**src/core/wst_pkg.sv**
```systemverilog
// constants of the weekly sequence run timers
package wst_pkg;

  // ****************************************
  // geometry
  // ****************************************
  localparam int NUM_TIMERS = 4;
  localparam int NUM_FIELDS = 5;
  localparam int IDX_W      = 14;
  localparam int TIME_W     = 11;

  // ****************************************
  // register indices, byte address is four times the index
  // ****************************************
  localparam logic [13:0] IDX_T1_START  = 14'h3206;
  localparam logic [13:0] IDX_T1_STOP   = 14'h3207;
  localparam logic [13:0] IDX_T1_DAY    = 14'h3208;
  localparam logic [13:0] IDX_T1_ACTION = 14'h3209;
  localparam logic [13:0] IDX_T1_REF    = 14'h320a;
  localparam logic [13:0] IDX_T2_START  = 14'h320b;
  localparam logic [13:0] IDX_T2_STOP   = 14'h320c;
  localparam logic [13:0] IDX_T2_DAY    = 14'h320d;
  localparam logic [13:0] IDX_T2_ACTION = 14'h320e;
  localparam logic [13:0] IDX_T2_REF    = 14'h320f;
  localparam logic [13:0] IDX_T3_START  = 14'h3210;
  localparam logic [13:0] IDX_T3_STOP   = 14'h3211;
  localparam logic [13:0] IDX_T3_DAY    = 14'h3212;
  localparam logic [13:0] IDX_T3_ACTION = 14'h3213;
  localparam logic [13:0] IDX_T3_REF    = 14'h3214;
  localparam logic [13:0] IDX_T4_START  = 14'h3215;
  localparam logic [13:0] IDX_T4_STOP   = 14'h3216;
  localparam logic [13:0] IDX_T4_DAY    = 14'h3217;
  localparam logic [13:0] IDX_T4_ACTION = 14'h3218;
  localparam logic [13:0] IDX_T4_REF    = 14'h3219;
  localparam logic [13:0] IDX_STATUS    = 14'h3240;
  localparam logic [13:0] IDX_DRIVE     = 14'h3241;

  // ****************************************
  // field codes and reset values
  // ****************************************
  typedef enum logic [2:0] {
    WST_FLD_START  = 3'h0,
    WST_FLD_STOP   = 3'h1,
    WST_FLD_DAY    = 3'h2,
    WST_FLD_ACTION = 3'h3,
    WST_FLD_REF    = 3'h4
  } wst_field_t;

  localparam logic [10:0] MINUTES_PER_DAY = 11'h5a0;
  localparam logic [10:0] TIME_RESET      = 11'h000;
  localparam logic [3:0]  DAY_OFF         = 4'h0;
  localparam logic [3:0]  DAY_ALL         = 4'h1;
  localparam logic [3:0]  DAY_WORKWEEK    = 4'h2;
  localparam logic [3:0]  DAY_WEEKEND     = 4'h3;
  localparam logic [3:0]  DAY_MONDAY      = 4'h4;
  localparam logic [3:0]  DAY_LAST        = 4'ha;
  localparam logic [2:0]  WEEKDAY_SAT     = 3'h5;
  localparam logic [2:0]  WEEKDAY_SUN     = 3'h6;
  localparam logic [1:0]  ACT_DOUT        = 2'h0;
  localparam logic [1:0]  ACT_RUN         = 2'h1;
  localparam logic [1:0]  ACT_RUN_NOPI    = 2'h2;
  localparam logic [2:0]  REF_RESET       = 3'h0;

endpackage

```
**src/core/wst_timers.sv**
```systemverilog
// four weekly sequence run timers with an apb register slave
//
// The implementer's own choice: the APB register port.
module wst_timers (
  // clock and reset
  input  wire logic        clk,
  input  wire logic        rst_n,
  // apb slave
  input  wire logic        psel,
  input  wire logic        penable,
  input  wire logic        pwrite,
  input  wire logic [15:0] paddr,
  input  wire logic [31:0] pwdata,
  output logic      [31:0] prdata,
  output logic             pready,
  output logic             pslverr,
  // real-time clock, weekday 0 is monday, minute of day 0 to 1439
  input  wire logic [2:0]  rtcWeekday,
  input  wire logic [10:0] rtcMinute,
  // drive controls
  output logic [3:0]       timerActive,
  output logic             digitalOut,
  output logic             runRequest,
  output logic             piDisable,
  output logic             refValid,
  output logic [2:0]       refSource
);

  // ****************************************
  // helpers
  // ****************************************
  function automatic logic [13:0] fieldIndex(input int t, input int f);
    logic [13:0] tab [0:19];
    tab = '{wst_pkg::IDX_T1_START, wst_pkg::IDX_T1_STOP, wst_pkg::IDX_T1_DAY,
            wst_pkg::IDX_T1_ACTION, wst_pkg::IDX_T1_REF,
            wst_pkg::IDX_T2_START, wst_pkg::IDX_T2_STOP, wst_pkg::IDX_T2_DAY,
            wst_pkg::IDX_T2_ACTION, wst_pkg::IDX_T2_REF,
            wst_pkg::IDX_T3_START, wst_pkg::IDX_T3_STOP, wst_pkg::IDX_T3_DAY,
            wst_pkg::IDX_T3_ACTION, wst_pkg::IDX_T3_REF,
            wst_pkg::IDX_T4_START, wst_pkg::IDX_T4_STOP, wst_pkg::IDX_T4_DAY,
            wst_pkg::IDX_T4_ACTION, wst_pkg::IDX_T4_REF};
    return tab[t * wst_pkg::NUM_FIELDS + f];
  endfunction

  function automatic logic dayMatch(input logic [3:0] code, input logic [2:0] wd);
    logic weekend;
    weekend = (wd == wst_pkg::WEEKDAY_SAT) || (wd == wst_pkg::WEEKDAY_SUN);
    unique case (code)
      wst_pkg::DAY_OFF:      return 1'b0;
      wst_pkg::DAY_ALL:      return 1'b1;
      wst_pkg::DAY_WORKWEEK: return !weekend;
      wst_pkg::DAY_WEEKEND:  return weekend;
      default:               return (code >= wst_pkg::DAY_MONDAY) && (code <= wst_pkg::DAY_LAST)
                                    && ({1'b0, wd} == code - wst_pkg::DAY_MONDAY);
    endcase
  endfunction

  // ****************************************
  // storage
  // ****************************************
  logic [10:0] timerStart  [wst_pkg::NUM_TIMERS];
  logic [10:0] timerStop   [wst_pkg::NUM_TIMERS];
  logic [3:0]  timerDay    [wst_pkg::NUM_TIMERS];
  logic [1:0]  timerAction [wst_pkg::NUM_TIMERS];
  logic [2:0]  timerRef    [wst_pkg::NUM_TIMERS];

  // ****************************************
  // bus decode
  // ****************************************
  wire logic [13:0] busIdx   = paddr[15:2];
  wire logic        setup    = psel && !penable;
  wire logic        wrAccess = psel && penable && pwrite;
  wire logic [10:0] wrTime   = pwdata[10:0];
  wire logic        wrHigh   = |pwdata[31:11];
  wire logic        timeOk   = !wrHigh && (wrTime <= wst_pkg::MINUTES_PER_DAY);
  wire logic        dayOk    = (pwdata[31:4] == 28'h0) && (pwdata[3:0] <= wst_pkg::DAY_LAST);
  wire logic        actOk    = (pwdata[31:2] == 30'h0) && (pwdata[1:0] <= wst_pkg::ACT_RUN_NOPI);
  wire logic        refOk    = (pwdata[31:3] == 29'h0);

  logic [wst_pkg::NUM_TIMERS-1:0] hitStart;
  logic [wst_pkg::NUM_TIMERS-1:0] hitStop;
  logic [wst_pkg::NUM_TIMERS-1:0] hitDay;
  logic [wst_pkg::NUM_TIMERS-1:0] hitAction;
  logic [wst_pkg::NUM_TIMERS-1:0] hitRef;

  genvar g;
  generate
    for (g = 0; g < wst_pkg::NUM_TIMERS; g++) begin : g_hit
      assign hitStart[g]  = busIdx == fieldIndex(g, wst_pkg::WST_FLD_START);
      assign hitStop[g]   = busIdx == fieldIndex(g, wst_pkg::WST_FLD_STOP);
      assign hitDay[g]    = busIdx == fieldIndex(g, wst_pkg::WST_FLD_DAY);
      assign hitAction[g] = busIdx == fieldIndex(g, wst_pkg::WST_FLD_ACTION);
      assign hitRef[g]    = busIdx == fieldIndex(g, wst_pkg::WST_FLD_REF);
    end
  endgenerate

  wire logic hitTimer  = |{hitStart, hitStop, hitDay, hitAction, hitRef};
  wire logic hitStatus = busIdx == wst_pkg::IDX_STATUS;
  wire logic hitDrive  = busIdx == wst_pkg::IDX_DRIVE;
  wire logic mapped    = hitTimer || hitStatus || hitDrive;

  // ****************************************
  // read mux
  // ****************************************
  logic [31:0] readWord;
  always_comb begin
    readWord = 32'h0;
    for (int t = 0; t < wst_pkg::NUM_TIMERS; t++) begin
      if (hitStart[t]) readWord = {21'h0, timerStart[t]};
      if (hitStop[t]) readWord = {21'h0, timerStop[t]};
      if (hitDay[t]) readWord = {28'h0, timerDay[t]};
      if (hitAction[t]) readWord = {30'h0, timerAction[t]};
      if (hitRef[t]) readWord = {29'h0, timerRef[t]};
    end
    if (hitStatus) readWord = {28'h0, timerActive};
    if (hitDrive) readWord = {26'h0, refSource, refValid, piDisable, runRequest};
  end

  // read data and error are latched in the setup cycle so they come from flops
  assign pready = 1'b1;

  always_ff @(posedge clk or negedge rst_n) begin
    if (!rst_n) begin
      prdata  <= 32'h0;
      pslverr <= 1'b0;
    end else if (setup) begin
      prdata  <= pwrite ? 32'h0 : readWord;
      pslverr <= !mapped;
    end
  end

  // ****************************************
  // register writes
  // ****************************************
  // an illegal value is dropped whole rather than clipped, so software sees
  // its old setting on read-back instead of a silently altered one
  always_ff @(posedge clk or negedge rst_n) begin
    if (!rst_n) begin
      for (int t = 0; t < wst_pkg::NUM_TIMERS; t++) begin
        timerStart[t]  <= wst_pkg::TIME_RESET;
        timerStop[t]   <= wst_pkg::TIME_RESET;
        timerDay[t]    <= wst_pkg::DAY_OFF;
        timerAction[t] <= wst_pkg::ACT_DOUT;
        timerRef[t]    <= wst_pkg::REF_RESET;
      end
    end else if (wrAccess) begin
      for (int t = 0; t < wst_pkg::NUM_TIMERS; t++) begin
        if (hitStart[t] && timeOk) timerStart[t] <= wrTime;
        if (hitStop[t] && timeOk) timerStop[t] <= wrTime;
        if (hitDay[t] && dayOk) timerDay[t] <= pwdata[3:0];
        if (hitAction[t] && actOk) timerAction[t] <= pwdata[1:0];
        if (hitRef[t] && refOk) timerRef[t] <= pwdata[2:0];
      end
    end
  end

  // ****************************************
  // window evaluation
  // ****************************************
  logic [wst_pkg::NUM_TIMERS-1:0] next_timerActive;
  logic [wst_pkg::NUM_TIMERS-1:0] runsDrive;
  generate
    for (g = 0; g < wst_pkg::NUM_TIMERS; g++) begin : g_win
      assign next_timerActive[g] = (timerStart[g] <= timerStop[g])
                                   && dayMatch(timerDay[g], rtcWeekday)
                                   && (rtcMinute >= timerStart[g])
                                   && (rtcMinute < timerStop[g]);
      assign runsDrive[g] = next_timerActive[g] && (timerAction[g] != wst_pkg::ACT_DOUT);
    end
  endgenerate

  // lowest numbered running timer owns the reference when several overlap
  logic [2:0] next_refSource;
  logic       next_piDisable;
  always_comb begin
    next_refSource = wst_pkg::REF_RESET;
    next_piDisable = 1'b0;
    for (int t = wst_pkg::NUM_TIMERS - 1; t >= 0; t--) begin
      if (runsDrive[t]) begin
        next_refSource = timerRef[t];
        next_piDisable = timerAction[t] == wst_pkg::ACT_RUN_NOPI;
      end
    end
  end

  always_ff @(posedge clk or negedge rst_n) begin
    if (!rst_n) begin
      timerActive <= 4'h0;
      digitalOut  <= 1'b0;
      runRequest  <= 1'b0;
      piDisable   <= 1'b0;
      refValid    <= 1'b0;
      refSource   <= wst_pkg::REF_RESET;
    end else begin
      timerActive <= next_timerActive;
      digitalOut  <= |next_timerActive;
      runRequest  <= |runsDrive;
      piDisable   <= next_piDisable;
      refValid    <= |runsDrive;
      refSource   <= next_refSource;
    end
  end

  // ****************************************
  // checks
  // ****************************************
  generate
    for (g = 0; g < wst_pkg::NUM_TIMERS; g++) begin : g_chk
      property p_time_range;
        @(posedge clk) disable iff (!rst_n)
        timerStart[g] <= wst_pkg::MINUTES_PER_DAY && timerStop[g] <= wst_pkg::MINUTES_PER_DAY;
      endproperty
      a_time_range: assert property (p_time_range) else $error("time out of range");

      property p_reversed_off;
        @(posedge clk) disable iff (!rst_n)
        (timerStart[g] > timerStop[g]) |=> !timerActive[g];
      endproperty
      a_reversed_off: assert property (p_reversed_off) else $error("reversed window active");

      property p_day_off;
        @(posedge clk) disable iff (!rst_n)
        (timerDay[g] == wst_pkg::DAY_OFF) |=> !timerActive[g];
      endproperty
      a_day_off: assert property (p_day_off) else $error("disabled day code active");

      property p_single_day;
        @(posedge clk) disable iff (!rst_n)
        (timerDay[g] >= wst_pkg::DAY_MONDAY) ##1 timerActive[g]
          |-> {1'b0, $past(rtcWeekday)} == $past(timerDay[g]) - wst_pkg::DAY_MONDAY;
      endproperty
      a_single_day: assert property (p_single_day) else $error("wrong weekday active");

      property p_window;
        @(posedge clk) disable iff (!rst_n)
        timerActive[g] |-> $past(rtcMinute) >= $past(timerStart[g])
                           && $past(rtcMinute) < $past(timerStop[g]);
      endproperty
      a_window: assert property (p_window) else $error("active outside window");

      property p_daily_in_window;
        @(posedge clk) disable iff (!rst_n)
        (timerDay[g] == wst_pkg::DAY_ALL && timerStart[g] <= rtcMinute
         && rtcMinute < timerStop[g]) |=> timerActive[g];
      endproperty
      a_daily_in_window: assert property (p_daily_in_window) else $error("daily timer idle");

      property p_workweek_off;
        @(posedge clk) disable iff (!rst_n)
        (timerDay[g] == wst_pkg::DAY_WORKWEEK && (rtcWeekday == wst_pkg::WEEKDAY_SAT
         || rtcWeekday == wst_pkg::WEEKDAY_SUN)) |=> !timerActive[g];
      endproperty
      a_workweek_off: assert property (p_workweek_off) else $error("workweek on weekend");

      property p_weekend_off;
        @(posedge clk) disable iff (!rst_n)
        (timerDay[g] == wst_pkg::DAY_WEEKEND && rtcWeekday != wst_pkg::WEEKDAY_SAT
         && rtcWeekday != wst_pkg::WEEKDAY_SUN) |=> !timerActive[g];
      endproperty
      a_weekend_off: assert property (p_weekend_off) else $error("weekend on weekday");

      property p_codes_legal;
        @(posedge clk) disable iff (!rst_n)
        timerDay[g] <= wst_pkg::DAY_LAST && timerAction[g] <= wst_pkg::ACT_RUN_NOPI;
      endproperty
      a_codes_legal: assert property (p_codes_legal) else $error("illegal code stored");

      property p_start_write;
        @(posedge clk) disable iff (!rst_n)
        (wrAccess && hitStart[g] && timeOk) |=> timerStart[g] == $past(wrTime);
      endproperty
      a_start_write: assert property (p_start_write) else $error("start not written");

      property p_stop_write;
        @(posedge clk) disable iff (!rst_n)
        (wrAccess && hitStop[g] && timeOk) |=> timerStop[g] == $past(wrTime);
      endproperty
      a_stop_write: assert property (p_stop_write) else $error("stop not written");

      property p_bad_time_kept;
        @(posedge clk) disable iff (!rst_n)
        (wrAccess && (hitStart[g] || hitStop[g]) && !timeOk)
          |=> $stable(timerStart[g]) && $stable(timerStop[g]);
      endproperty
      a_bad_time_kept: assert property (p_bad_time_kept) else $error("bad time stored");

      property p_bad_day_kept;
        @(posedge clk) disable iff (!rst_n)
        (wrAccess && hitDay[g] && !dayOk) |=> $stable(timerDay[g]);
      endproperty
      a_bad_day_kept: assert property (p_bad_day_kept) else $error("bad day stored");

      property p_bad_action_kept;
        @(posedge clk) disable iff (!rst_n)
        (wrAccess && hitAction[g] && !actOk) |=> $stable(timerAction[g]);
      endproperty
      a_bad_action_kept: assert property (p_bad_action_kept) else $error("bad action");
    end
  endgenerate

  property p_dout_only;
    @(posedge clk) disable iff (!rst_n)
    (runsDrive == 4'h0) |=> !runRequest && !refValid && !piDisable;
  endproperty
  a_dout_only: assert property (p_dout_only) else $error("run without run action");

  property p_run_follows;
    @(posedge clk) disable iff (!rst_n)
    (|runsDrive) |=> runRequest && refValid && digitalOut;
  endproperty
  a_run_follows: assert property (p_run_follows) else $error("run not requested");

  property p_ref_owner;
    @(posedge clk) disable iff (!rst_n)
    runsDrive[0] |=> refSource == $past(timerRef[0])
                     && piDisable == ($past(timerAction[0]) == wst_pkg::ACT_RUN_NOPI);
  endproperty
  a_ref_owner: assert property (p_ref_owner) else $error("reference not from timer one");

  property p_dout_any;
    @(posedge clk) disable iff (!rst_n)
    (|next_timerActive) |=> digitalOut;
  endproperty
  a_dout_any: assert property (p_dout_any) else $error("digital output missing");

  property p_all_idle;
    @(posedge clk) disable iff (!rst_n)
    (next_timerActive == 4'h0)
      |=> !digitalOut && !runRequest && refSource == wst_pkg::REF_RESET;
  endproperty
  a_all_idle: assert property (p_all_idle) else $error("output while idle");

  // ****************************************
  // bus checks
  // ****************************************
  property p_unmapped_err;
    @(posedge clk) disable iff (!rst_n)
    (setup && !mapped) |=> pslverr && prdata == 32'h0;
  endproperty
  a_unmapped_err: assert property (p_unmapped_err) else $error("unmapped index accepted");

endmodule

```
**config.mk**
```make
export PLATFORM = sky130hd
export DESIGN_NAME = wst_timers
export DESIGN_NICKNAME = d
export VERILOG_FILES = /design/src/core/wst_pkg.sv /design/src/core/wst_timers.sv
export SDC_FILE = /design/constraint.sdc
export NUM_CORES = 1
export LEC_CHECK = 0
export ABC_CLOCK_PERIOD_IN_PS = 4700
export BUFFER_PORTS_ARGS = -buffer_cell sky130_fd_sc_hd__buf_2
export CAP_MARGIN = 15
export CORE_UTILIZATION = 55
export DETAILED_ROUTE_END_ITERATION = 10
export PLACE_DENSITY = 0.74
export SLEW_MARGIN = 20
export SYNTH_ARGS = -nofsm -noshare
export SYNTH_HDL_FRONTEND = slang
export SYNTH_SLANG_ARGS = --single-unit
```
**constraint.sdc**
```tcl
create_clock -name clk -period 4.7 [get_ports clk]
set_input_delay 0.705 -clock clk [delete_from_list [all_inputs] [get_ports clk]]
set_output_delay 0.705 -clock clk [all_outputs]
set_load 0.05 [all_outputs]
```
# Word-level counts from Yosys, hierarchy flattened

Index checks and enable logic that the tools add are counted.

Flip-flop bits (word level): 167
Bits of input ports: 67
Output and inout bits: 45
Logic and storage cells: 225

Add/sub/neg operators: 4
Magnitude comparators: 23
Equality and inequality tests: 44
Multiplexer cells: 35
Reduce and logical (&&, ||, !) cells: 92

Operators with widths:

| operator             | count |
|---|---|
| $mux 32              | 19 |
| $eq 14x14->1 const B | 22 |
| $logic_and 1x1->1    | 50 |
| $ge 11x11->1         | 4 |
| $le 11x11->1         | 4 |
| $lt 11x11->1         | 4 |
| $mux 11              | 4 |
| $reduce_and 2->1     | 20 |
| $eq 4x2->1 const B   | 8 |
| $logic_not 30->1     | 1 |
| $logic_not 29->1     | 1 |
| $logic_not 28->1     | 1 |
| $reduce_or 21->1     | 1 |
| $le 4x4->1 const B   | 5 |
| $reduce_or 20->1     | 1 |
| $eq 3x4->1           | 4 |
| $eq 4x1->1 const B   | 4 |
| $ge 4x3->1 const B   | 4 |
| $logic_not 4->1      | 4 |
| $pmux 1 s4           | 4 |
| $sub 4x3->4 const B  | 4 |
| $mux 3               | 4 |
| $le 11x11->1 const B | 1 |
| $eq 2x2->1 const B   | 4 |
| 7 further kinds      | 20 |

# Logic depth before layout (Yosys ltp)

Depth after elaboration: 24
Mapped depth: 10
Gate-level depth less buffers: 10

# Worst setup path after synthesis

No wires, ideal clock.

Path kind: input -> register
Start point: in paddr[10]
End point: reg prdata[0]
Library setup time: 126 ps
Data arrival time: 2770 ps
Path slack: 1804 ps
Cell stages on the path: 9
Cell sequence: or4b_1 buf_4 nor4_4 and3_1 buf_6 a2111oi_2 a211oi_2 o2111ai_1 a221o_1

Cells in the longest elaborated chain, start to end: 24

Ends and longest elaborated chain:

| item                 | line              | source |
|---|---|---|
| from (decl)          | wst_timers.sv:12  | `input wire logic [15:0] paddr,` |
| $eq 14x14->1         | wst_timers.sv:89  | `assign hitStart[g] = busIdx == fieldIndex(g, wst_pkg::WST_FLD_START);` |
| $mux 11              | wst_timers.sv:109 | `if (hitStart[t]) readWord = {21'h0, timerStart[t]};` |
| $mux 11              | wst_timers.sv:110 | `if (hitStop[t]) readWord = {21'h0, timerStop[t]};` |
| $mux 11              | wst_timers.sv:111 | `if (hitDay[t]) readWord = {28'h0, timerDay[t]};` |
| $mux 11              | wst_timers.sv:112 | `if (hitAction[t]) readWord = {30'h0, timerAction[t]};` |
| $mux 32              | wst_timers.sv:113 | `if (hitRef[t]) readWord = {29'h0, timerRef[t]};` |
| $mux 32              | wst_timers.sv:109 |  |
| $mux 32              | wst_timers.sv:110 |  |
| [8 not listed]       | n/a               |  |
| $mux 32              | wst_timers.sv:109 |  |
| $mux 32              | wst_timers.sv:110 |  |
| $mux 32              | wst_timers.sv:111 |  |
| $mux 32              | wst_timers.sv:112 |  |
| $mux 32              | wst_timers.sv:113 |  |
| $mux 32              | wst_timers.sv:115 | `if (hitStatus) readWord = {28'h0, timerActive};` |
| $mux 32 *            | wst_timers.sv:116 | `if (hitDrive) readWord = {26'h0, refSource, refValid, piDisable, runRequest};` |
| $mux 32 *            | wst_timers.sv:127 | `prdata <= pwrite ? 32'h0 : readWord;` |
| to (signal assigned) | wst_timers.sv:127 |  |
| to (decl)            | wst_timers.sv:14  | `output logic [31:0] prdata,` |

Every way passes the cells marked *; elsewhere a longest branch is shown, timed or not.
A chain may end at the register's enable or synchronous reset.

# Worst setup path after layout

Start point: in rtcMinute[10]
End point: reg refSource[2]

RTL lines:

| item                           | line              | source |
|---|---|---|
| from (decl)                    | wst_timers.sv:19  | `input wire logic [10:0] rtcMinute,` |
| $ge 11x11->1                   | wst_timers.sv:166 | `&& (rtcMinute >= timerStart[g])` |
| $logic_and 1x1->1              | wst_timers.sv:166 |  |
| $logic_and 1x1->1 *            | wst_timers.sv:167 | `&& (rtcMinute < timerStop[g]);` |
| net next_timerActive (one bit) | wst_timers.sv:160 | `logic [wst_pkg::NUM_TIMERS-1:0] next_timerActive;` |
| $logic_and 1x1->1 *            | wst_timers.sv:168 | `assign runsDrive[g] = next_timerActive[g] && (timerAction[g] != wst_pkg::ACT_DOUT);` |
| $mux 3 * (3 in series)         | wst_timers.sv:179 | `if (runsDrive[t]) begin` |
| net next_refSource[2]          | wst_timers.sv:173 | `logic [2:0] next_refSource;` |
| to (signal assigned)           | wst_timers.sv:193 | `refSource <= wst_pkg::REF_RESET;` |
| to (signal assigned)           | wst_timers.sv:200 | `refSource <= next_refSource;` |
| to (decl)                      | wst_timers.sv:26  | `output logic [2:0] refSource` |

Mark *: on every way through the listed nets, which the timed path passes. The rest lies on a longest branch.

==> reports/metrics.csv <==
metric,value,unit
gp_congestion,0.989,
core.rowCount,51,
swShare,27.5,%
top_layer_used,met5,
netlist_top_cells_area,"dfrtp_1, ha_1, mux2_2",
synth_top_family_by_area,compound AO/OA/AOI/OAI gates,
skew,0.00663,ns
area_growth,10.4,%
diodes,0,
fin_nets,1410,
drc,0,
yosysWarnings,0,
final_cell_mix,"dfrtp_1, ha_1, mux2_2",
finalHoldViolations,0,
cts_buffer_depth,2,
drive_gt1_share,22.0,%
status,"finished, final reports clean",
grt_overflow_total,0,
die_w,144,um
r2r_slack,1.30,ns
synth_xor_area_share,0.868,%
crit_required,5.00,ns
synth_top_area_share,32.9,%
post-route-period-util,72.6,%
fp.dieH,144,um
synth_cells,1134,
tritoncts,yes,
rsz0062_at_grt,no,
antenna_found_initial,1,
synth_flop_cell,dfrtp_1,
setup_ws,1.29,ns
syn-mean-instance-area,9.79,um2
dr_total_vias,9408,
cts.clk_slew.worst_paths,0.07,ns
route.met3.wl,2470,um
synth_compound_area_share,16.3,%
cts-root-buf,clkbuf_16,
p_int,0.00214,W
hpwl,24100,um
htree_levels,4,
syn_area,11100,um2
cts_resized,0,
wl_met1,13400,um
worstMarginPinSlew,0.938,ns
grt_usage,31.3,%
io-pin-count,112,
cts_inserted_buffers,17,
dr.pass1.iters,7,
power_density,241,nW/um2
max_stage_delay,0.63,ns
setup_tns,0,ns
pwr-share-seq,42.5,%
worstPathArrival,3.71,ns
async_reset_ff_share,100,%
synthSimpleGateAreaFrac,13.1,%
p_leak,5.78,nW
hold_path.class,in -> async,
slew_headroom,37.0,%
yosysSeqAreaShare,32.9,%
synth_top_area_cell,dfrtp_1,
n_fill_cell,1632,
endpoint_kind,flop,
switching_power,0.000813,W
post_cts_buffers,0,
reg2reg_depth,10,
initial_utilization,56.7,%
crit_fanout,9,
setup_viol_count_final,0,
drv_cap,0,
wirelength,31500,um
final_common_cell,dfrtp_1,
synth_enable_flop_cells,0,
synth_seq_cells,146,
startpoint_type,input port,
hold_ws,0.290,ns
pwr-share-comb,10.3,%
die_area,20800,um2
fmax,293,MHz
first_global_vias,9018,
dp_slack,1.02,ns
reg2reg_from,timerDay[2]$_DFFE_PN0P_,
yosysUniqueCellTypes,82,
synth_mux_area_share,13.4,%
crit-reg2reg-capture,piDisable$_DFF_PN0_,
routed-wl-met2,14600,um
grt_max_degree,82,
power_frac_clock,47.2,%
cpMaxStageDelayCell,a2111oi_4,
fin_crit,3.41,ns
synthAdderAreaFrac,16.2,%
drv_slew,0,
core,19600,um2
cts_hold_buf,0,
final_util,62.5,%
critPathKind,in -> reg,
worstSkewPairLatency,0.43,ns
ir_drop,0.236,mV
crit_chain,"buf_2, ha_1, a21oi_1, nand4b_1, mux2i_1, o22ai_1, a2111oi_4, nand2_1, a311oi_1, o31ai_1",
drtIter0Drc,914,
drt-wirelength-per-cell,21.3,um
numPortBuffers,87,
clock_sinks,146,
antenna_left,0,
grt_pass1_wl,48400,um
avgViaCountPerCell,6.37,
[state kept, by name, summed over array words and instances, names as in the netlist]
name / flops
timerStop: 44
refValid: 1
digitalOut: 1
timerRef: 12
prdata: 11
timerActive: 4
timerStart: 44
pslverr: 1
refSource: 3
piDisable: 1
timerAction: 8
timerDay: 16
[per-stage QoR]
step / cell area [um2] / std cells / total power (W)
detailed placement: 11700 / 1445 / 0.00158
floorplan: 11200 / 1154 / 0.00147
global placement: 11700 / 1445 / 0.00157
CTS: 12300 / 1477 / 0.00296
finish: 12300 / 1477 / 0.00296
global route: 12300 / 1477 / 0.00305
[cells in the mapped netlist (7+ instances only)]
| library cell | number |
|---|---|
| nor4_1 | 16 |
| dfrtp_1 | 146 |
| nor2b_1 | 19 |
| a31oi_1 | 7 |
| a211oi_1 | 11 |
| buf_4 | 24 |
| and3_1 | 11 |
| o211ai_1 | 8 |
| a21oi_1 | 48 |
| nor2_1 | 44 |
| o21ai_0 | 32 |
| inv_1 | 109 |
| nand4_1 | 27 |
| o21a_1 | 11 |
| nor3_1 | 20 |
| o31ai_1 | 9 |
| xor2_1 | 7 |
| a21o_1 | 8 |
| mux2_2 | 123 |
| nand2_1 | 61 |
| o2111ai_1 | 7 |
| a222oi_1 | 9 |
| clkbuf_1 | 37 |
| ha_1 | 144 |
| a22o_1 | 9 |
| o22ai_1 | 11 |
| a22oi_1 | 23 |
| nand3_1 | 25 |
| nand2b_1 | 11 |
[power by group through the flow]
stage	Clock, W	Combinational [W]	Sequential, W
finish	0.00140	0.000304	0.00126
CTS	0.00140	0.000300	0.00126
detailed placement	0	0.000298	0.00128
floorplan	0	0.000188	0.00129
global placement	0	0.000291	0.00128
global route	0.00146	0.000334	0.00126
[per-layer routing]
metal	track usage (%)	vias to the layer above
li1	-	4298
met1	41.4	4615
met2	49.8	410
met3	6.52	83
met4	12.5	2
met5	0	-
[area by class of cell]
class	instances	area, um2	share of cell area [%]
tap	265	332	2.71
multi-input combinational	826	6730	54.9
clock buffer	17	425	3.47
inverter	109	409	3.34
clock inverter	15	169	1.38
sequential	146	3650	29.8
timing repair buffer	99	532	4.34
[worst max path at each step]
stage	from	endpoint	slack, ns	depth (start not counted)
after CTS	rtcMinute[10]	refSource[2]$_DFF_PN0_	1.44	10
after floorplan	paddr[10]	prdata[0]$_DFFE_PN0P_	1.80	9
after global placement	paddr[10]	prdata[0]$_DFFE_PN0P_	1.08	8
after global routing	rtcMinute[10]	refSource[0]$_DFF_PN0_	1.23	10
after detailed placement	rtcMinute[10]	refSource[2]$_DFF_PN0_	1.02	10
final	rtcMinute[10]	refSource[2]$_DFF_PN0_	1.29	10
[cells by family after synthesis]
| family | Yosys count |
|---|---|
| simple gates | 266 |
| compound gates | 252 |
| buf+inv | 182 |
| flops | 146 |
| fa+ha+maj | 144 |
| mux | 131 |
| xor+xnor | 11 |
| other cells | 2 |
[critical path, delay by kind of cell]
| family | cells | cell delay (ns) |
|---|---|---|
| and+or+nand+nor | 2 | 0.36 |
| AOI/OAI and AO/OA | 5 | 1.78 |
| muxes | 1 | 0.31 |
| buffers and inverters | 1 | 0.25 |
| adders and majority gates | 1 | 0.30 |
(Power assumes the default switching activity.)
